$ cat config.mk
export PLATFORM = sky130hd
export DESIGN_NAME = serial_command_frame_handler
export DESIGN_NICKNAME = d
export VERILOG_FILES = /design/src/core/frame_pkg.sv /design/src/core/byte_stream_if.sv /design/src/core/reply_fifo.sv /design/src/core/serial_command_frame_handler.sv
export SDC_FILE = /design/constraint.sdc
export NUM_CORES = 1
export LEC_CHECK = 0
export BUFFER_PORTS_ARGS = -buffer_cell sky130_fd_sc_hd__buf_4
export CAP_MARGIN = 20
export CORE_MARGIN = 3
export CORE_UTILIZATION = 30
export DETAILED_ROUTE_END_ITERATION = 7
export PLACE_DENSITY = 0.57
export SETUP_SLACK_MARGIN = 0.15
export SLEW_MARGIN = 10
export SYNTH_ARGS = -nofsm -noshare
export SYNTH_HDL_FRONTEND = slang
export SYNTH_SLANG_ARGS = --single-unit
$ cat constraint.sdc
create_clock -name clk -period 4.25 [get_ports clk]
set_input_delay 0.6375 -clock clk [delete_from_list [all_inputs] [get_ports clk]]
set_output_delay 0.6375 -clock clk [all_outputs]
set_load 0.02 [all_outputs]
$ cat src/core/frame_pkg.sv
// Purpose: Shared constants and types for the command frame handler.
// Assumes: Byte-wide link, one frame in flight at a time.
// Notes: Frame positions are byte slots of the nine-byte serial frame.
//
// Notes on behaviour
// - Host starts every exchange; the block answers each command exactly once.
// - A bad checksum is answered at once; other replies go out only after the executor reports the command finished.
// - Nothing is transmitted unless a command frame was received first.
// - Transmitter stays released and receiving except while sending a reply.
// - Command core is code, type, motor/bank byte and a four-byte value.
// - Serial frames add a leading address and trailing checksum: nine bytes.
// - Order is address, code, type, bank, value MSB first, checksum.
// - Checksum is the 8-bit wrapping sum of the eight bytes before it.
// - Every received command gets a reply on the same link.
// - Reply order is host address, module address, status, code, value, checksum.
// - Reply checksum is the 8-bit wrapping sum of the eight reply bytes.
// - Status 100 means executed, 101 means stored into program memory.
// - Error codes 1 checksum, 2 command, 3 type, 4 value, 5 locked, 6 unavailable.
// - CAN commands drop address and checksum; identifier gives the address.
// - CAN replies drop the host address and checksum but keep the module address byte.
package frame_pkg;
    localparam int BYTE_W = 8;
    localparam int VALUE_W = 32;
    localparam int VALUE_BYTES = 4;
    localparam int SERIAL_LEN = 9;
    localparam int REPLY_FIFO_DEPTH = 16;

    typedef logic [3:0] idx_t;
    typedef logic [BYTE_W-1:0] byte_t;

    // ------------------------------------------------------------
    // Command frame slots
    // ------------------------------------------------------------
    localparam idx_t ADDR_IDX = 4'h0;
    localparam idx_t CMD_IDX = 4'h1;
    localparam idx_t TYPE_IDX = 4'h2;
    localparam idx_t BANK_IDX = 4'h3;
    localparam idx_t VAL_IDX = 4'h4;
    localparam idx_t SUM_IDX = 4'h8;
    localparam idx_t CAN_FIRST_IDX = 4'h1;

    // ------------------------------------------------------------
    // Reply frame slots
    // ------------------------------------------------------------
    localparam idx_t R_HOST_IDX = 4'h0;
    localparam idx_t R_MOD_IDX = 4'h1;
    localparam idx_t R_STAT_IDX = 4'h2;
    localparam idx_t R_CMD_IDX = 4'h3;
    localparam idx_t R_VAL0_IDX = 4'h4;
    localparam idx_t R_VAL1_IDX = 4'h5;
    localparam idx_t R_VAL2_IDX = 4'h6;
    localparam idx_t R_VAL3_IDX = 4'h7;
    localparam idx_t R_SUM_IDX = 4'h8;

    // Index of the last byte counted from zero
    localparam idx_t LAST_CNT_SERIAL = 4'h8;
    localparam idx_t LAST_CNT_CAN = 4'h6;

    // ------------------------------------------------------------
    // Status codes
    // ------------------------------------------------------------
    localparam byte_t STATUS_OK = 8'h64;
    localparam byte_t STATUS_STORED = 8'h65;
    localparam byte_t STATUS_BAD_SUM = 8'h01;
    localparam byte_t STATUS_BAD_CMD = 8'h02;
    localparam byte_t STATUS_BAD_TYPE = 8'h03;
    localparam byte_t STATUS_BAD_VALUE = 8'h04;
    localparam byte_t STATUS_LOCKED = 8'h05;
    localparam byte_t STATUS_NO_CMD = 8'h06;

    typedef enum logic [1:0] {
        ST_RECV = 2'b00,
        ST_EXEC = 2'b01,
        ST_REPLY = 2'b11,
        ST_DRAIN = 2'b10
    } state_t;
endpackage : frame_pkg

$ cat src/core/byte_stream_if.sv
// Purpose: Valid/ready byte stream between the handler and its reply FIFO.
// Assumes: Transfer when valid and ready are both high at a clock edge.
// Notes: Source holds data stable while valid is high and ready low.
interface byte_stream_if #(
    parameter int WIDTH = 8
) ();
    logic [WIDTH-1:0] data;
    logic valid;
    logic ready;

    modport source (output data, output valid, input ready);
    modport sink (input data, input valid, output ready);
endinterface : byte_stream_if

$ cat src/core/reply_fifo.sv
// Purpose: Flip-flop FIFO for reply bytes with valid/ready on both sides.
// Assumes: DEPTH is a power of two, at least two.
// Notes: Output data comes straight from the storage flops.
module reply_fifo #(
    parameter int WIDTH = 8,
    parameter int DEPTH = 16
) (
    input wire logic clk,
    input wire logic reset_n,
    byte_stream_if.sink fillPort,
    byte_stream_if.source drainPort
);
    import frame_pkg::*;

    localparam int PTR_W = $clog2(DEPTH);

    if (DEPTH < 2 || (1 << PTR_W) != DEPTH) begin : g_bad_depth
        $error("reply_fifo DEPTH must be a power of two of at least two");
    end

    logic [WIDTH-1:0] mem_q [DEPTH];
    logic [PTR_W:0] wrPtr_q;
    logic [PTR_W:0] rdPtr_q;

    wire logic empty = (wrPtr_q == rdPtr_q);
    wire logic full = (wrPtr_q[PTR_W-1:0] == rdPtr_q[PTR_W-1:0]) && (wrPtr_q[PTR_W] != rdPtr_q[PTR_W]);
    wire logic push = fillPort.valid && !full;
    wire logic pop = drainPort.ready && !empty;

    assign fillPort.ready = !full;
    assign drainPort.valid = !empty;
    assign drainPort.data = mem_q[rdPtr_q[PTR_W-1:0]];

    always_ff @(posedge clk or negedge reset_n) begin
        if (!reset_n) begin
            wrPtr_q <= '0;
            rdPtr_q <= '0;
        end else begin
            wrPtr_q <= wrPtr_q + (PTR_W+1)'(push);
            rdPtr_q <= rdPtr_q + (PTR_W+1)'(pop);
        end
    end

    // No reset on storage; nothing reads a slot before it is written
    always_ff @(posedge clk) begin
        if (push) begin
            mem_q[wrPtr_q[PTR_W-1:0]] <= fillPort.data;
        end
    end
endmodule : reply_fifo

$ cat src/core/serial_command_frame_handler.sv
// Purpose: Parse host command frames, hand commands to the executor, format replies.
// Assumes: Byte receiver and transmitter outside; canMode static between frames.
// Notes: One frame in flight; bytes arriving outside reception are dropped.
module serial_command_frame_handler #(
    parameter int FIFO_DEPTH = frame_pkg::REPLY_FIFO_DEPTH
) (
    input wire logic clk,
    input wire logic reset_n,
    input wire logic canMode,
    input wire frame_pkg::byte_t moduleAddr,
    input wire frame_pkg::byte_t hostAddr,
    input wire frame_pkg::byte_t rxData,
    input wire logic rxValid,
    input wire logic rxResync,
    output logic cmdValid,
    output frame_pkg::byte_t cmdCode,
    output frame_pkg::byte_t cmdType,
    output frame_pkg::byte_t cmdBank,
    output logic [frame_pkg::VALUE_W-1:0] cmdValue,
    input wire logic execDone,
    input wire frame_pkg::byte_t execStatus,
    input wire logic [frame_pkg::VALUE_W-1:0] execValue,
    output frame_pkg::byte_t txData,
    output logic txValid,
    input wire logic txReady,
    input wire logic txBusy,
    output logic txEnable
);
    import frame_pkg::*;

    if (FIFO_DEPTH < 2) begin : g_bad_depth
        $error("FIFO_DEPTH must be at least two");
    end

    // ------------------------------------------------------------
    // Reply byte selection
    // ------------------------------------------------------------
    function automatic byte_t replyByte(
        input idx_t pos,
        input byte_t host,
        input byte_t modA,
        input byte_t stat,
        input byte_t code,
        input logic [VALUE_W-1:0] val,
        input byte_t sum
    );
        byte_t b;
        b = 8'h00;
        case (pos)
            R_HOST_IDX: b = host;
            R_MOD_IDX: b = modA;
            R_STAT_IDX: b = stat;
            R_CMD_IDX: b = code;
            R_VAL0_IDX: b = val[31:24];
            R_VAL1_IDX: b = val[23:16];
            R_VAL2_IDX: b = val[15:8];
            R_VAL3_IDX: b = val[7:0];
            R_SUM_IDX: b = sum;
            default: b = 8'h00;
        endcase
        return b;
    endfunction : replyByte

    // ------------------------------------------------------------
    // State and storage
    // ------------------------------------------------------------
    state_t state_q;
    state_t state_d;
    byte_t frame_q [SERIAL_LEN];
    idx_t rxCnt_q;
    idx_t rxCnt_d;
    byte_t rxSum_q;
    byte_t rxSum_d;
    idx_t txCnt_q;
    idx_t txCnt_d;
    byte_t txSum_q;
    byte_t txSum_d;
    byte_t status_q;
    logic [VALUE_W-1:0] value_q;
    logic cmdValid_q;
    logic txPopped_q;

    byte_stream_if #(.WIDTH(BYTE_W)) replyIf ();
    byte_stream_if #(.WIDTH(BYTE_W)) txIf ();

    // ------------------------------------------------------------
    // Receive decoding
    // ------------------------------------------------------------
    // CAN frames start one slot in, so both modes share the slot map
    wire idx_t firstIdx = canMode ? CAN_FIRST_IDX : ADDR_IDX;
    wire idx_t lastCnt = canMode ? LAST_CNT_CAN : LAST_CNT_SERIAL;
    wire idx_t rxPos = rxCnt_q + firstIdx;
    wire logic rxTake = rxValid && (state_q == ST_RECV);
    wire logic rxLastByte = rxTake && (rxCnt_q == lastCnt);
    wire logic addrOk = canMode || (frame_q[ADDR_IDX] == moduleAddr);
    wire logic sumOk = canMode || (rxData == rxSum_q);
    wire logic frameGood = rxLastByte && addrOk && sumOk;
    wire logic frameBadSum = rxLastByte && addrOk && !sumOk;

    // Index is a running count; a lost byte shifts framing until resync
    always_comb begin
        rxCnt_d = rxCnt_q;
        rxSum_d = rxSum_q;
        if (rxResync || rxLastByte) begin
            rxCnt_d = '0;
            rxSum_d = '0;
        end else if (rxTake) begin
            rxCnt_d = rxCnt_q + 4'h1;
            rxSum_d = rxSum_q + rxData;
        end
    end

    always_ff @(posedge clk or negedge reset_n) begin
        if (!reset_n) begin
            rxCnt_q <= '0;
            rxSum_q <= '0;
        end else begin
            rxCnt_q <= rxCnt_d;
            rxSum_q <= rxSum_d;
        end
    end

    always_ff @(posedge clk or negedge reset_n) begin
        if (!reset_n) begin
            for (int i = 0; i < SERIAL_LEN; i++) begin
                frame_q[i] <= 8'h00;
            end
        end else if (rxTake) begin
            frame_q[rxPos] <= rxData;
        end
    end

    // ------------------------------------------------------------
    // Command fields
    // ------------------------------------------------------------
    assign cmdCode = frame_q[CMD_IDX];
    assign cmdType = frame_q[TYPE_IDX];
    assign cmdBank = frame_q[BANK_IDX];
    assign cmdValid = cmdValid_q;

    for (genvar i = 0; i < VALUE_BYTES; i++) begin : g_value
        // Most significant byte arrives first
        assign cmdValue[VALUE_W-1-BYTE_W*i -: BYTE_W] = frame_q[VAL_IDX + idx_t'(i)];
    end

    // ------------------------------------------------------------
    // Control sequence
    // ------------------------------------------------------------
    wire logic replyPush = replyIf.valid && replyIf.ready;
    wire logic pushLast = replyPush && (txCnt_q == lastCnt);
    // Wait one cycle after the last hand-off so txBusy has time to rise
    wire logic lineIdle = !txIf.valid && !txBusy && !txPopped_q;

    always_comb begin
        state_d = state_q;
        case (state_q)
            ST_RECV: begin
                if (frameGood) begin
                    state_d = ST_EXEC;
                end else if (frameBadSum) begin
                    state_d = ST_REPLY;
                end
            end
            ST_EXEC: begin
                if (execDone) begin
                    state_d = ST_REPLY;
                end
            end
            ST_REPLY: begin
                if (pushLast) begin
                    state_d = ST_DRAIN;
                end
            end
            ST_DRAIN: begin
                if (lineIdle) begin
                    state_d = ST_RECV;
                end
            end
            default: state_d = ST_RECV;
        endcase
    end

    always_ff @(posedge clk or negedge reset_n) begin
        if (!reset_n) begin
            state_q <= ST_RECV;
            cmdValid_q <= 1'b0;
            txPopped_q <= 1'b0;
        end else begin
            state_q <= state_d;
            cmdValid_q <= frameGood;
            txPopped_q <= txIf.valid && txIf.ready;
        end
    end

    // Status and value come from the executor, except a bad checksum, which never reaches it and loads status 1 with value 0
    always_ff @(posedge clk or negedge reset_n) begin
        if (!reset_n) begin
            status_q <= 8'h00;
            value_q <= '0;
        end else if (frameBadSum) begin
            status_q <= STATUS_BAD_SUM;
            value_q <= '0;
        end else if (state_q == ST_EXEC && execDone) begin
            status_q <= execStatus;
            value_q <= execValue;
        end
    end

    // ------------------------------------------------------------
    // Reply formatting
    // ------------------------------------------------------------
    wire idx_t txPos = txCnt_q + firstIdx;

    always_comb begin
        txCnt_d = txCnt_q;
        txSum_d = txSum_q;
        if (state_q != ST_REPLY) begin
            txCnt_d = '0;
            txSum_d = '0;
        end else if (replyPush) begin
            txCnt_d = txCnt_q + 4'h1;
            txSum_d = txSum_q + replyIf.data;
        end
    end

    always_ff @(posedge clk or negedge reset_n) begin
        if (!reset_n) begin
            txCnt_q <= '0;
            txSum_q <= '0;
        end else begin
            txCnt_q <= txCnt_d;
            txSum_q <= txSum_d;
        end
    end

    // Bytes enter the FIFO only while a reply is owed
    assign replyIf.valid = (state_q == ST_REPLY);
    assign replyIf.data = replyByte(txPos, hostAddr, moduleAddr, status_q, frame_q[CMD_IDX], value_q,
                                    txSum_q);

    reply_fifo #(
        .WIDTH(BYTE_W),
        .DEPTH(FIFO_DEPTH)
    ) u_reply_fifo (
        .clk(clk),
        .reset_n(reset_n),
        .fillPort(replyIf.sink),
        .drainPort(txIf.source)
    );

    assign txData = txIf.data;
    assign txValid = txIf.valid;
    assign txIf.ready = txReady;
    // Driver enabled only from first reply byte until the line is idle
    assign txEnable = (state_q == ST_REPLY) || (state_q == ST_DRAIN);

    byte_t expSum;
    idx_t sentCnt_q;
    assign expSum = hostAddr + moduleAddr + status_q + frame_q[CMD_IDX] + value_q[31:24] + value_q[23:16]
                    + value_q[15:8] + value_q[7:0];

    // Counts bytes that actually left the FIFO, not bytes pushed into it
    always_ff @(posedge clk or negedge reset_n) begin
        if (!reset_n) begin
            sentCnt_q <= '0;
        end else if (state_q == ST_RECV) begin
            sentCnt_q <= '0;
        end else if (txIf.valid && txIf.ready) begin
            sentCnt_q <= sentCnt_q + 4'h1;
        end
    end
endmodule : serial_command_frame_handler

; ---- Word level (Yosys, flattened, before mapping)
; Memory sizes are Yosys's and may differ from the RTL's.
; Index checks and enable logic that the tools add are counted.
[word_totals]
ff_bits = 150
latch_bits = 0
mem_bits_rw = 128
mem_bits_ro = 0
in_bits = 72
output_inout_bits = 67
wordCells = 109
mem_count = 1
[op_classes]
add_sub_neg = 8
n_mul = 0
div_mod_pow = 0
magnitude_cmp = 2
eq_ne = 23
shifts = 0
mux = 26
bitwise = 1
n_reduce_logical = 28
[memory_table]
columns = name, words, width, rd, rd_ports_with_merged_regs, wr, line
row1 = u_reply_fifo.mem_q, 16, 8, 1, 0, 1, reply_fifo.sv:21  ; logic [WIDTH-1:0] mem_q [DEPTH];
[op_table]
columns = cell, count
row1 = bitwise mux 72 bit, 1
row2 = case mux 8 bit (9 select lines), 1
row3 = two-way mux 32 bit, 2
row4 = two-way mux 8 bit, 7
row5 = demux 8 bit (select 4 bit), 1
row6 = two-way mux 4 bit, 5
row7 = adder 8 bit, 2
row8 = equality test 4 x 3 -> 1 bit (second input constant), 4
row9 = equality test 8 bit, 2
row10 = logical AND 1 bit, 13
row11 = equality test 4 bit, 3
row12 = adder 5 x 1 -> 5 bit, 2
row13 = two-way mux 2 bit, 5
row14 = adder 4 x 1 -> 4 bit, 2
row15 = adder 4 x 1 -> 4 bit (second input constant), 2
row16 = equality test 4 x 2 -> 1 bit (second input constant), 2
row17 = inequality test 2 bit (second input constant), 4
row18 = case mux 2 bit (4 select lines), 1
row19 = nonzero test 2 bit, 3
row20 = equality test 5 bit, 1
row21 = >= comparator 5 bit (second input constant), 1
row22 = zero test 1 bit, 5
row23 = < comparator 5 x 1 -> 1 bit (second input constant), 1
row24 = inverter 4 -> 5 bit, 1
row25 = other kinds (11), 17

; ---- Logic depth before layout (Yosys ltp)
; Gate-level depths: netlist of the first run.
[logic_depth]
ltp_word = 8
depth_mapped = 19
ltp_nobuf = 18

; ---- By module
; From an unflattened synthesis of the first run, not the netlist that was laid out.
[hier_totals]
hier_cells = 997
area_unflattened_um2 = 12761.0
[by_module_without_submodules]
columns = module, n_inst, cells_each, area_each_um2, seq_area_each_um2
row1 = serial_command_frame_handler, 1, 716, 7209.4, 3303.2
row2 = reply_fifo, 1, 281, 5551.6, 4093.9

; ---- Least setup slack after synthesis of the first run
; OpenSTA, ideal clock, no wires.
[synth_path]
kind = input port to flip-flop
from = input canMode
to = register txSum_q[7]
setup_ns = 0.128
arrival_time_ns = 4.099
t_required_ns = 4.122
setup_slack_ns = 0.024
path_stages = 17
path_buffers = 1
path_cell_list = ha_1 ha_1 buf_4 or2_2 mux2_2 o32a_1 nor2_1 a222oi_1 nand3_1 ha_1 a21o_1 a21oi_1 o211ai_1 nand2_1 nand2_1 mux2i_1 mux2_1
[synth_via]
elab_chain_len = 7
word_cells_on_any_way = 15
classes_between = add/sub (2) / eq/ne (8) / mux (4) / reduce/logical (1)
[synth_lines]
columns = item, line
row1 = start: declaration, serial_command_frame_handler.sv:9  ; input wire logic canMode,
row2 = two-way mux 1 bit *, serial_command_frame_handler.sv:90  ; wire idx_t firstIdx = canMode ? CAN_FIRST_IDX : ADDR_IDX;
row3 = adder 4 x 1 -> 4 bit *, serial_command_frame_handler.sv:212  ; wire idx_t txPos = txCnt_q + firstIdx;
row4 = "equality test 4 bit, or another cell as far along", serial_command_frame_handler.sv:49  ; case (pos)
row5 = case mux 8 bit (9 select lines) *, serial_command_frame_handler.sv:49
row6 = named net replyIf.data[1], byte_stream_if.sv:7  ; logic [WIDTH-1:0] data;
row7 = adder 8 bit *, serial_command_frame_handler.sv:222  ; txSum_d = txSum_q + replyIf.data;
row8 = two-way mux 8 bit *, serial_command_frame_handler.sv:220  ; end else if (replyPush) begin
row9 = two-way mux 8 bit *, serial_command_frame_handler.sv:217  ; if (state_q != ST_REPLY) begin
row10 = end signal: assignment, serial_command_frame_handler.sv:232  ; txSum_q <= txSum_d;
row11 = end: declaration, serial_command_frame_handler.sv:76  ; byte_t txSum_q;
; Mark *: on every way through the listed nets, which the timed path passes. The rest lies on a longest branch. The select of a mux whose other input is x is not followed.
; A chain may end at the register's enable or synchronous reset.

; ---- Final worst setup path of the first run
[layout_path]
from = register txCnt_q[0]
to = register txSum_q[6]
[layout_via]
elab_chain_len = 6
word_cells_on_any_way = 14
classes_between = add/sub (2) / eq/ne (8) / mux (3) / reduce/logical (1)
[layout_lines]
columns = item, line
row1 = start: declaration, serial_command_frame_handler.sv:74  ; idx_t txCnt_q;
row2 = start signal: assignment, serial_command_frame_handler.sv:231  ; txCnt_q <= txCnt_d;
row3 = adder 4 x 1 -> 4 bit *, serial_command_frame_handler.sv:212
row4 = "equality test 4 bit, or another cell as far along", serial_command_frame_handler.sv:49
row5 = case mux 8 bit (9 select lines) *, serial_command_frame_handler.sv:49
row6 = named net replyIf.data[0], byte_stream_if.sv:7
row7 = adder 8 bit *, serial_command_frame_handler.sv:222
row8 = two-way mux 8 bit *, serial_command_frame_handler.sv:220
row9 = two-way mux 8 bit *, serial_command_frame_handler.sv:217
; Marks and branches as above.

==> results of run 1 <==
-- layout by cell type, fill, tap and decap left out, types with 3 or more instances in the layout --
cell and instances:
or2_2 3, nor3_1 18, buf_4 176, xor2_1 19, clkbuf_16 29, nor2_1 46, a222oi_1 6, nor4_1 7
a31oi_1 5, o21bai_1 3, clkinv_2 4, clkbuf_8 13, nor2_2 3, nand4_1 5, nand2_1 127, mux4_2 41
o221ai_1 3, a21oi_1 77, xnor2_1 20, mux2i_1 18, mux2_2 65, o21ai_0 5, ha_1 25, dfrtp_1 140
inv_1 14, and3_1 3, nor2b_1 4, a21o_1 5, nand4b_1 4, or3_1 4, and2_1 3, edfxtp_1 128
nand3_1 17, nand2b_1 9
-- cell type report --
type	count	area, um^2
clock inverter	10	109
inverter	14	52.6
timing repair buffer	178	1350
multi-input combinational	581	4550
fill	3961	26200
sequential	270	7400
antenna	1	2.50
clock buffer	43	908
tap	532	666
-- power groups by stage --
stage | combinational [uW] | clock [uW] | sequential [uW]
after floorplan | 1590 | 0 | 3190
after global placement | 2100 | 0 | 3260
after detailed placement | 2110 | 0 | 3270
after CTS | 2110 | 2690 | 3220
after global routing | 2250 | 2800 | 3250
final | 2060 | 2610 | 3220
-- flip-flops by register name, indices dropped and copies added, names as in the netlist, 2 cells and up --
name                  cells
frame_q                   8
txCnt_q                   4
value_q                  32
u_reply_fifo.rdPtr_q      5
u_reply_fifo.wrPtr_q      5
cmdType                   8
rxCnt_q                   4
txSum_q                   8
rxSum_q                   8
state_q                   2
u_reply_fifo.mem_q      128
status_q                  8
cmdCode                   8
cmdBank                   8
cmdValue                 32
-- layer usage --
layer | wire [um] | vias up | global-route usage
met2 | 14400 | 192 | 0.227
met5 | 55 | - | 0.00647
met3 | 2010 | 43 | 0.0413
met4 | 580 | 4 | 0.0286
met1 | 13400 | 3961 | 0.181
li1 | - | 3686 | -
-- kinds of logic after synthesis --
logic type               count (synthesis)
XOR/XNOR                                39
AND/OR/NAND/NOR                        264
flip-flops                             270
AO/OA/AOI/OAI                          126
multiplexers                           125
buffers and inverters                  120
adder cells (fa/ha/maj)                 27
-- how the worst max path moves through the flow --
stage,from,cells past startpoint,endpoint
global route,txCnt_q[0]$_DFFE_PN0P_,16,txSum_q[7]$_DFFE_PN0P_
global placement,canMode,17,txSum_q[7]$_DFFE_PN0P_
detailed placement,canMode,17,txSum_q[7]$_DFFE_PN0P_
floorplan,canMode,17,txSum_q[7]$_DFFE_PN0P_
CTS,txCnt_q[0]$_DFFE_PN0P_,16,txSum_q[7]$_DFFE_PN0P_
finish,txCnt_q[0]$_DFFE_PN0P_,18,txSum_q[6]$_DFFE_PN0P_
-- timing repair --
item                                   in CTS  in global routing
endpoints found under the hold margin       0                  0
setup buffers                               0                  0
gates resized for setup                     0                  4
setup endpoints to repair                   0                  2
-- metrics by stage --
step	worst slack, ns	utilization	cell area, um^2
detailed placement	0.0820	0.340	14000
CTS	0.349	0.365	15000
global placement	0.169	0.340	14000
finish	0.403	0.365	15000
global route	0.156	0.365	15000
floorplan	0.174	-	12600
==> results by group, run 1 <==
Clock network
  • CTS tree: done
  • Cts bufs inserted: 29
  • Clk slew on worst S/H paths: 0.06 ns
  • Clock root buffer: clkbuf_16
  • Clock latency on the worst-skew pair: 0.54 ns
  • H-tree depth: 1
  • Clock sink count: 270
  • # hold bufs at CTS: 0
  • Clk buf depth: 3

Setup path
  • CP Buf/Inv Count: 1
  • Worst R2R End: txSum_q[6]$_DFFE_PN0P_
  • Cell chain of the critical path: ha_1 -> ha_1 -> buf_4 -> and3_1 -> nor2_1 -> a2bb2oi_4 -> nor2_1 -> a21oi_1 -> nand3_1 -> ha_1 -> fa_1 -> a21o_1 -> a21oi_1 -> o21bai_1 -> a21oi_1 -> xnor2_1 -> nand2_1 -> a21oi_1
  • Max stage delay cell, worst path: dfrtp_2
  • Worst reg2reg startpoint: txCnt_q[0]$_DFFE_PN0P_
  • Arr. time, crit path: 4.30 ns
  • Setup CP Type: reg2reg
  • Worst path most repeated cell: a21oi_1
  • Cell family with most CP delay: compound AO/OA/AOI/OAI gates
  • Critical Path Start Type: register
  • CP Capture Type: register
  • R2R cell count: 18
  • R2r setup slk: 0.40 ns
  • Worst endpoint required time: 4.70 ns
  • Slowest Stage Delay on Critical Path: 0.46 ns
  • Crit Path Max Fanout: 9

Finish
  • Final #Nets: 1173
  • Final non-filler cell total: 1629
  • P&R area growth vs syn: 19.1%
  • Share of layout cells above drive strength 1: 0.319

Hold path
  • HP Class: in2async

Floorplan
  • Core area: 41200 um^2
  • Die X: 211 um
  • Site Rows: 74
  • Die ar.: 44600 um^2
  • Initial core utilization: 0.306
  • IO Pins: 139
  • Chip height: 211 um

Synthesis
  • Mean post-synth cell area: 13.0 um^2
  • Main combinational cell family by area after synthesis: multiplexers
  • Most common cell in the netlist: dfrtp_1
  • Count of cell types in the netlist: 60
  • Leading post-synthesis cells by cell area: edfxtp_1 30%, dfrtp_1 28%, mux4_2 7.3%, mux2_2 5.8%, nand2_1 3.8%
  • Post-synth net total: 1070
  • Seq cells post-synth: 270
  • Top-area cell type share of the netlist area: 0.304
  • Post-synth ARST share: 0.526
  • Post-synth EDFFs: 128
  • Synth Area in Compound Gates: 0.0629
  • Mux share of post-synthesis cell area: 0.146
  • Post-Synth Simple-Gate Area: 0.0946
  • Synth Area in XOR/XNOR: 0.0271
  • Cell count after synthesis: 971
  • Sequential share of the synthesized area: 0.586
  • Post-synth top cells: 142 x dfrtp_1, 128 x edfxtp_1, 127 x nand2_1, 79 x a21oi_1, 65 x mux2_2
  • Post-Synth Adder-Cell Area: 0.0280
  • Synthesized cell area: 12600 um^2
  • Yosys Warn Count: 0
  • Synth area leader: edfxtp_1
  • Synth Flop Type: dfrtp_1

Drt
  • Wire per inst: 18.7 um
  • Pre-Repair DR Iteration Count: 5
  • DR iter-0 viols: 421
  • DRC errors left: 0
  • Routed vias/inst: 4.84
  • Via count: 7886
  • Antenna Nets Post-Route: 0
  • Final Routed Wirelength: 30.5 mm

Global routing
  • Total GRT Usage: 0.138
  • Pin count of the biggest net entering global routing: 103
  • First-pass GRT wire length: 48.8 mm
  • Vias in the first global route: 8490
  • Total grt overflow: 0
  • Antenna violations before repair: 2

Power and ir drop
  • Power share of the sequential group: 0.408
  • Switch share: 0.286
  • Sw power: 2260 uW
  • Tot Pwr: 7890 uW
  • Gate power share: 0.261
  • Worst ir drop on vdd: 442 uV
  • Pwr Density: 525 nW/um^2
  • Leakage power: 0.00614 uW
  • Internal power: 5630 uW
  • Clock Power Share: 0.331

STA
  • Min Hold Slack: 0.193 ns
  • RSZ-0062 raised after global routing: false
  • Setup_tns: 0 ns
  • Slew Limit Headroom: 0.365
  • Final period utilization: 0.905
  • Slew at the pin closest to its max-slew limit: 0.953 ns
  • Count of final setup violators: 0
  • Highest clock rate: 0.260 GHz
  • Fin Clk Skew: 0.0158 ns
  • Final max-slew violation count: 0
  • Final hold violation count: 0
  • Period minus WS final: 3.85 ns

Status
  • Status: completed

Placed design
  • Half-perimeter wire length after detailed placement: 21.6 mm
  • Post-Place Cells: 1575
  • Buffers on Ports: 138
  • GPL Wtd Cong: 0.829

Run
  • Max Cap Viol: 0
(Power assumes the default switching activity.)
==> inputs of run 2 (changes only) <==
- PLACE_DENSITY: 0.57 -> 0.55
- clock period: 4.25 -> 4.96 ns (I/O delays scaled with it)
==> run 2 against run 1 <==
Sequential share of layout area rose by 0.47 points. Final area shrank 0.96%. Global-route usage fell by 0.19 points. Largest cell class unchanged.
==> results by group, run 2 (synthesized netlist as in run 1, its figures left out) <==
Status
  • Status: completed

STA
  • Fin Clk Skew: 0.0216 ns
  • Period minus WS final: 4.36 ns
  • RSZ-0062 raised after global routing: false
  • Final worst slack: 0.599 ns
  • Slew Limit Headroom: 0.365
  • Final max-slew violation count: 0
  • Count of final setup violators: 0
  • Final period utilization: 0.879
  • Setup_tns: 0 ns
  • Slew at the pin closest to its max-slew limit: 0.949 ns
  • Highest clock rate: 0.229 GHz
  • Final hold violation count: 0

Placed design
  • Buffers on Ports: 138
  • Post-place setup slack: 0.189 ns
  • Half-perimeter wire length after detailed placement: 21.2 mm
  • GPL Wtd Cong: 0.850
  • Total placed instance area: 13900 um^2
  • Post-Place Cells: 1562

Power and ir drop
  • Pwr Density: 452 nW/um^2
  • Gate power share: 0.261
  • Sw power: 1960 uW
  • Tot Pwr: 6730 uW
  • Worst ir drop on vdd: 336 uV
  • Switch share: 0.291
  • Leakage power: 0.00605 uW
  • Power share of the sequential group: 0.412
  • Clock Power Share: 0.327
  • Internal power: 4770 uW

Finish
  • Most common cell after layout, fill and taps aside: buf_4
  • Share of layout cells above drive strength 1: 0.302
  • Max reg flops: 128
  • Commonest non-fill, non-tap cells in the layout: 164 x buf_4, 141 x dfrtp_1, 128 x edfxtp_1, 127 x nand2_1, 79 x a21oi_1
  • P&R area growth vs syn: 18.0%
  • Final non-filler cell total: 1616
  • Final #Nets: 1162
  • Design Area, Final: 14900 um^2

Floorplan
  • Die X: 211 um
  • Chip height: 211 um
  • Die ar.: 44600 um^2
  • Site Rows: 74
  • Core area: 41200 um^2
  • IO Pins: 139
  • Initial core utilization: 0.306

Drt
  • Antenna Nets Post-Route: 0
  • DRC errors left: 0
  • Routed vias/inst: 4.84
  • Via count: 7816
  • Pre-Repair DR Iteration Count: 5
  • Wire per inst: 18.7 um
  • DR iter-0 viols: 450
  • Final Routed Wirelength: 30.2 mm

Setup path
  • Critical Path Start Type: register
  • Worst endpoint required time: 5.43 ns
  • CP Capture Type: register
  • Setup CP Type: reg2reg
  • Crit Path Max Fanout: 17
  • Arr. time, crit path: 4.83 ns

Global routing
  • Antenna violations before repair: 1
  • Total GRT Usage: 0.136
  • Total grt overflow: 0
  • First-pass GRT wire length: 47.9 mm
  • Vias in the first global route: 8213
  • Pin count of the biggest net entering global routing: 110

Clock network
  • Clock latency on the worst-skew pair: 0.56 ns
  • Clk buf depth: 3
  • H-tree depth: 1
  • CTS tree: done
  • CTS resizes: 0
  • Cts bufs inserted: 30
  • Clk slew on worst S/H paths: 0.06 ns
  • Clock root buffer: clkbuf_16
  • Post-CTS setup buffer count: 0
  • Clock sink count: 270
  • # hold bufs at CTS: 0

Hold path
  • HP Class: in2async

Run
  • Max Cap Viol: 0
## run 2: cell count changes in the layout (fill, tap and decap cells not counted), moves of 2 or more
cell / delta
clkbuf_1: +5
nor2_1: +2
a21oi_1: +2
clkbuf_16: +2
buf_4: -12
nor2_2: -2
clkbuf_8: -8
a21oi_2: -2
inv_6: -2
clkinv_2: +2
## run 2: stage by stage
| stage | hold slack [ns] | utilization |
|---|---|---|
| floorplan | 0.448 | - |
| global placement | 0.482 | 0.337 |
| detailed placement | 0.485 | 0.337 |
| CTS | 0.379 | 0.361 |
| global route | 0.0240 | 0.361 |
| finish | 0.0360 | 0.361 |
## run 2: final timing paths
| check | start | endpoint | slack (ns) | cells after the start |
|---|---|---|---|---|
| max | txCnt_q[0]$_DFFE_PN0P_ | txSum_q[6]$_DFFE_PN0P_ | 0.60 | 17 |
| min | reset_n | cmdBank[6]$_DFFE_PN0P_ | 0.04 | 1 |
| max reg2reg | txCnt_q[0]$_DFFE_PN0P_ | txSum_q[6]$_DFFE_PN0P_ | 0.60 | 17 |
| min reg2reg | u_reply_fifo.wrPtr_q[4]$_DFF_PN0_ | u_reply_fifo.wrPtr_q[4]$_DFF_PN0_ | 0.50 | 1 |
| max in group asynchronous | reset_n | cmdCode[7]$_DFFE_PN0P_ | 3.72 | 3 |
| min in group clk | execStatus[0] | status_q[0]$_DFFE_PN0P_ | 0.41 | 3 |
## run 2: area by class of cell
cell class	count	area, um^2
sequential	270	7400
tap	532	666
antenna	1	2.50
clock inverter	10	106
clock buffer	42	867
timing repair buffer	166	1270
inverter	14	52.6
fill	3937	26300
multi-input combinational	581	4530
## run 2: routing by layer
| layer | wire length [um] | part of all wire | vias to the layer above | GRT usage |
|---|---|---|---|---|
| met3 | 1950 | 0.065 | 46 | 0.0397 |
| met4 | 791 | 0.026 | 0 | 0.0360 |
| li1 | - | - | 3665 | - |
| met5 | 0 | 0 | - | 0 |
| met1 | 13300 | 0.44 | 3924 | 0.180 |
| met2 | 14100 | 0.47 | 181 | 0.220 |
## run 2: power by group through the flow
stage	sequential (uW)	combinational (uW)	clock, uW
floorplan	2730	1360	0
global placement	2800	1770	0
detailed placement	2810	1790	0
CTS	2770	1790	2260
global route	2800	1900	2350
finish	2770	1760	2200
## run 2: worst max-delay path, stage by stage (launching register included)
cell and delay (ns):
dfrtp_1 0.46, ha_1 0.19, ha_1 0.52, nor2b_1 0.32, or2_1 0.20, o32a_1 0.16
nor2_1 0.10, a222oi_1 0.39, nand3_1 0.18, buf_4 0.23, fa_1 0.44, a21o_1 0.20
a21oi_1 0.24, o21bai_1 0.09, a21oi_1 0.17, xnor2_1 0.13, nand2_1 0.07, a21oi_1 0.16
==> inputs of run 3 (changes only) <==
- GPL_TIMING_DRIVEN: default -> 0
- SYNTH_HIERARCHICAL: default -> 1
==> run 3 against run 2 <==
Utilization up 1.9 points. Global-route usage up 1.8 points. Clock skew down 0.0074 ns. Sequential share of layout area down 2.6 points. Worst hold slack better by 0.15 ns. Via count up 9.3%. Maximum frequency down 4.8%.
==> results by group, run 3 <==
Power and ir drop
  • Tot Pwr: 10400 uW
  • Worst ir drop on vdd: 358 uV
  • Leakage power: 0.00660 uW
  • Pwr Density: 664 nW/um^2

STA
  • Final max-slew violation count: 0
  • Final period utilization: 0.923
  • Period minus WS final: 4.58 ns
  • Count of final setup violators: 0
  • Final hold violation count: 0
  • Slew Limit Headroom: 0.365
  • Highest clock rate: 0.218 GHz
  • Fin Clk Skew: 0.0141 ns
  • Slew at the pin closest to its max-slew limit: 0.949 ns
  • RSZ-0062 raised after global routing: false

Synthesis
  • Leading post-synthesis cells by cell area: edfxtp_1 30%, dfrtp_1 28%, mux4_2 4.1%, buf_4 3.6%, nand2_1 3.4%
  • Main combinational cell family by area after synthesis: multiplexers
  • Synth area leader: edfxtp_1
  • Mean post-synth cell area: 12.8 um^2
  • Top-area cell type share of the netlist area: 0.301
  • Most common cell in the netlist: dfrtp_1
  • Post-Synth Adder-Cell Area: 0.0276
  • Synth Area in Compound Gates: 0.0819
  • Cell count after synthesis: 997
  • Post-synth net total: 1096
  • Post-synth ARST share: 0.526
  • Post-synth top cells: 142 x dfrtp_1, 128 x edfxtp_1, 115 x nand2_1, 64 x a21oi_1, 61 x buf_4
  • Synthesized cell area: 12800 um^2
  • Post-Synth Simple-Gate Area: 0.0940
  • Synth Area in XOR/XNOR: 0.0267
  • Synth Flop Type: dfrtp_1
  • Sequential share of the synthesized area: 0.580
  • Mux share of post-synthesis cell area: 0.132
  • Post-synth EDFFs: 128
  • Yosys Warn Count: 6
  • Count of cell types in the netlist: 64
  • Seq cells post-synth: 270

Setup path
  • Slowest Stage Delay on Critical Path: 0.53 ns
  • Critical Path Start Type: register
  • Cell family with most CP delay: compound AO/OA/AOI/OAI gates
  • Cell chain of the critical path: ha_1 -> ha_1 -> buf_2 -> xnor2_1 -> nor2_1 -> a21oi_4 -> o2bb2ai_1 -> a221oi_1 -> nand3_2 -> ha_1 -> a21oi_1 -> o211ai_1 -> o41ai_4 -> nand3b_1 -> a21oi_1 -> nand4b_1 -> a311o_1
  • Crit Path Max Fanout: 10
  • Arr. time, crit path: 5.02 ns
  • Worst endpoint required time: 5.40 ns
  • CP Capture Type: register
  • Max stage delay cell, worst path: a221oi_1
  • Setup CP Type: reg2reg
  • CP Buf/Inv Count: 1
  • Worst path most repeated cell: ha_1

Run
  • Max Cap Viol: 0

Global routing
  • Vias in the first global route: 8827
  • Total GRT Usage: 0.154
  • Pin count of the biggest net entering global routing: 79
  • Antenna violations before repair: 5
  • Total grt overflow: 0
  • First-pass GRT wire length: 53.2 mm

Clock network
  • Cts bufs inserted: 29
  • H-tree depth: 1
  • Clock sink count: 270
  • Clock root buffer: clkbuf_16
  • CTS tree: done
  • Clk slew on worst S/H paths: 0.06 ns
  • Clock latency on the worst-skew pair: 0.56 ns
  • Clk buf depth: 3
  • # hold bufs at CTS: 0

Placed design
  • Buffers on Ports: 138
  • Total placed instance area: 14600 um^2
  • Half-perimeter wire length after detailed placement: 24.9 mm
  • GPL Wtd Cong: 0.844

Status
  • Status: completed

Drt
  • Final Routed Wirelength: 34.5 mm
  • Via count: 8540
  • DR iter-0 viols: 557
  • Pre-Repair DR Iteration Count: 5
  • Antenna Nets Post-Route: 0
  • DRC errors left: 0
  • Routed vias/inst: 4.93
  • Wire per inst: 19.9 um

Hold path
  • HP Class: in2async

Floorplan
  • Die ar.: 45000 um^2
  • IO Pins: 139
  • Chip height: 212 um
  • Core area: 41400 um^2
  • Die X: 212 um
  • Site Rows: 74
  • Initial core utilization: 0.308

Finish
  • Multi-input combinational cell area: 4840 um^2
  • Design Area, Final: 15700 um^2
  • Final #Nets: 1279
  • Filler cell count: 3963
  • Most common cell after layout, fill and taps aside: buf_4
  • Max reg flops: 128
  • Sequential Area: 7400 um^2
  • Antenna Cells: 0
  • Commonest non-fill, non-tap cells in the layout: 210 x buf_4, 142 x dfrtp_1, 128 x edfxtp_1, 115 x nand2_1, 63 x a21oi_1
  • P&R area growth vs syn: 23.2%
  • Share of layout cells above drive strength 1: 0.308
[run 3: cells by family (layout without fill, tap and decap cells)]
family,Yosys count,after routing
XOR/XNOR,38,38
AND/OR/NAND/NOR,258,258
AO/OA/AOI/OAI,157,157
adder cells (fa/ha/maj),27,27
multiplexers,129,129
flip-flops,270,270
buffers and inverters,118,321
[run 3: what timing repair did]
action	4_1_cts	5_1_grt
resized for setup	16	9
buffers inserted	1	2
gates cloned	0	0
setup endpoints to repair	3	1
pin swaps	2	1
[run 3: worst paths after layout]
path | start | to | slack, ns | cells after the start
setup / recovery | txCnt_q[0]$_DFFE_PN0P_ | txSum_q[7]$_DFFE_PN0P_ | 0.38 | 17
hold reg to reg | txPopped_q$_DFF_PN0_ | state_q[1]$_DFFE_PN0P_ | 0.48 | 2
min in group clk | execStatus[0] | status_q[0]$_DFFE_PN0P_ | 0.42 | 3
max in group asynchronous | reset_n | status_q[0]$_DFFE_PN0P_ | 4.02 | 2
setup reg to reg | txCnt_q[0]$_DFFE_PN0P_ | txSum_q[7]$_DFFE_PN0P_ | 0.38 | 17
hold / removal | reset_n | rxSum_q[4]$_DFFE_PN0P_ | 0.19 | 1
[run 3: cell type report]
type	count	area share
flip-flops and latches	270	0.470
multi-input cells	609	0.308
repair buffers	152	0.0741
clock buffers	40	0.0519
plain buffers	109	0.0453
well taps	532	0.0423
clock inverters	11	0.00597
inverters	9	0.00215
[run 3: worst reg2reg max path, delay by kind of cell (launching register included)]
kind | cells | cell delay (ns)
xor+xnor | 1 | 0.35
buf+inv | 1 | 0.18
flops | 1 | 0.45
fa+ha+maj | 3 | 0.67
simple gates | 4 | 0.71
compound gates | 8 | 2.09
[run 3: where the power goes]
| part | total [uW] | switching (uW) | internal, uW |
|---|---|---|---|
| clock network | 2080 | 882 | 1200 |
| registers | 3750 | 327 | 3420 |
| logic | 4620 | 2750 | 1860 |
[run 3: per-stage QoR]
stage | hold slack [ns] | std cells | TNS, ns | worst slack, ns | utilization
floorplan | 0.445 | 997 | 0 | 0.495 | -
global placement | 0.460 | 1667 | -2.14 | -1.03 | 0.349
detailed placement | 0.469 | 1678 | -2.81 | -1.19 | 0.354
CTS | 0.182 | 1730 | 0 | 0.202 | 0.378
global route | 0.207 | 1732 | 0 | 0.131 | 0.380
finish | 0.187 | 1732 | 0 | 0.381 | 0.380
[run 3: layer usage]
layer,GRT usage,vias up,wire length [um]
met2,0.251,234,16100
li1,-,3996,-
met5,0,-,69
met3,0.0493,47,2550
met1,0.202,4253,15100
met4,0.0342,10,627
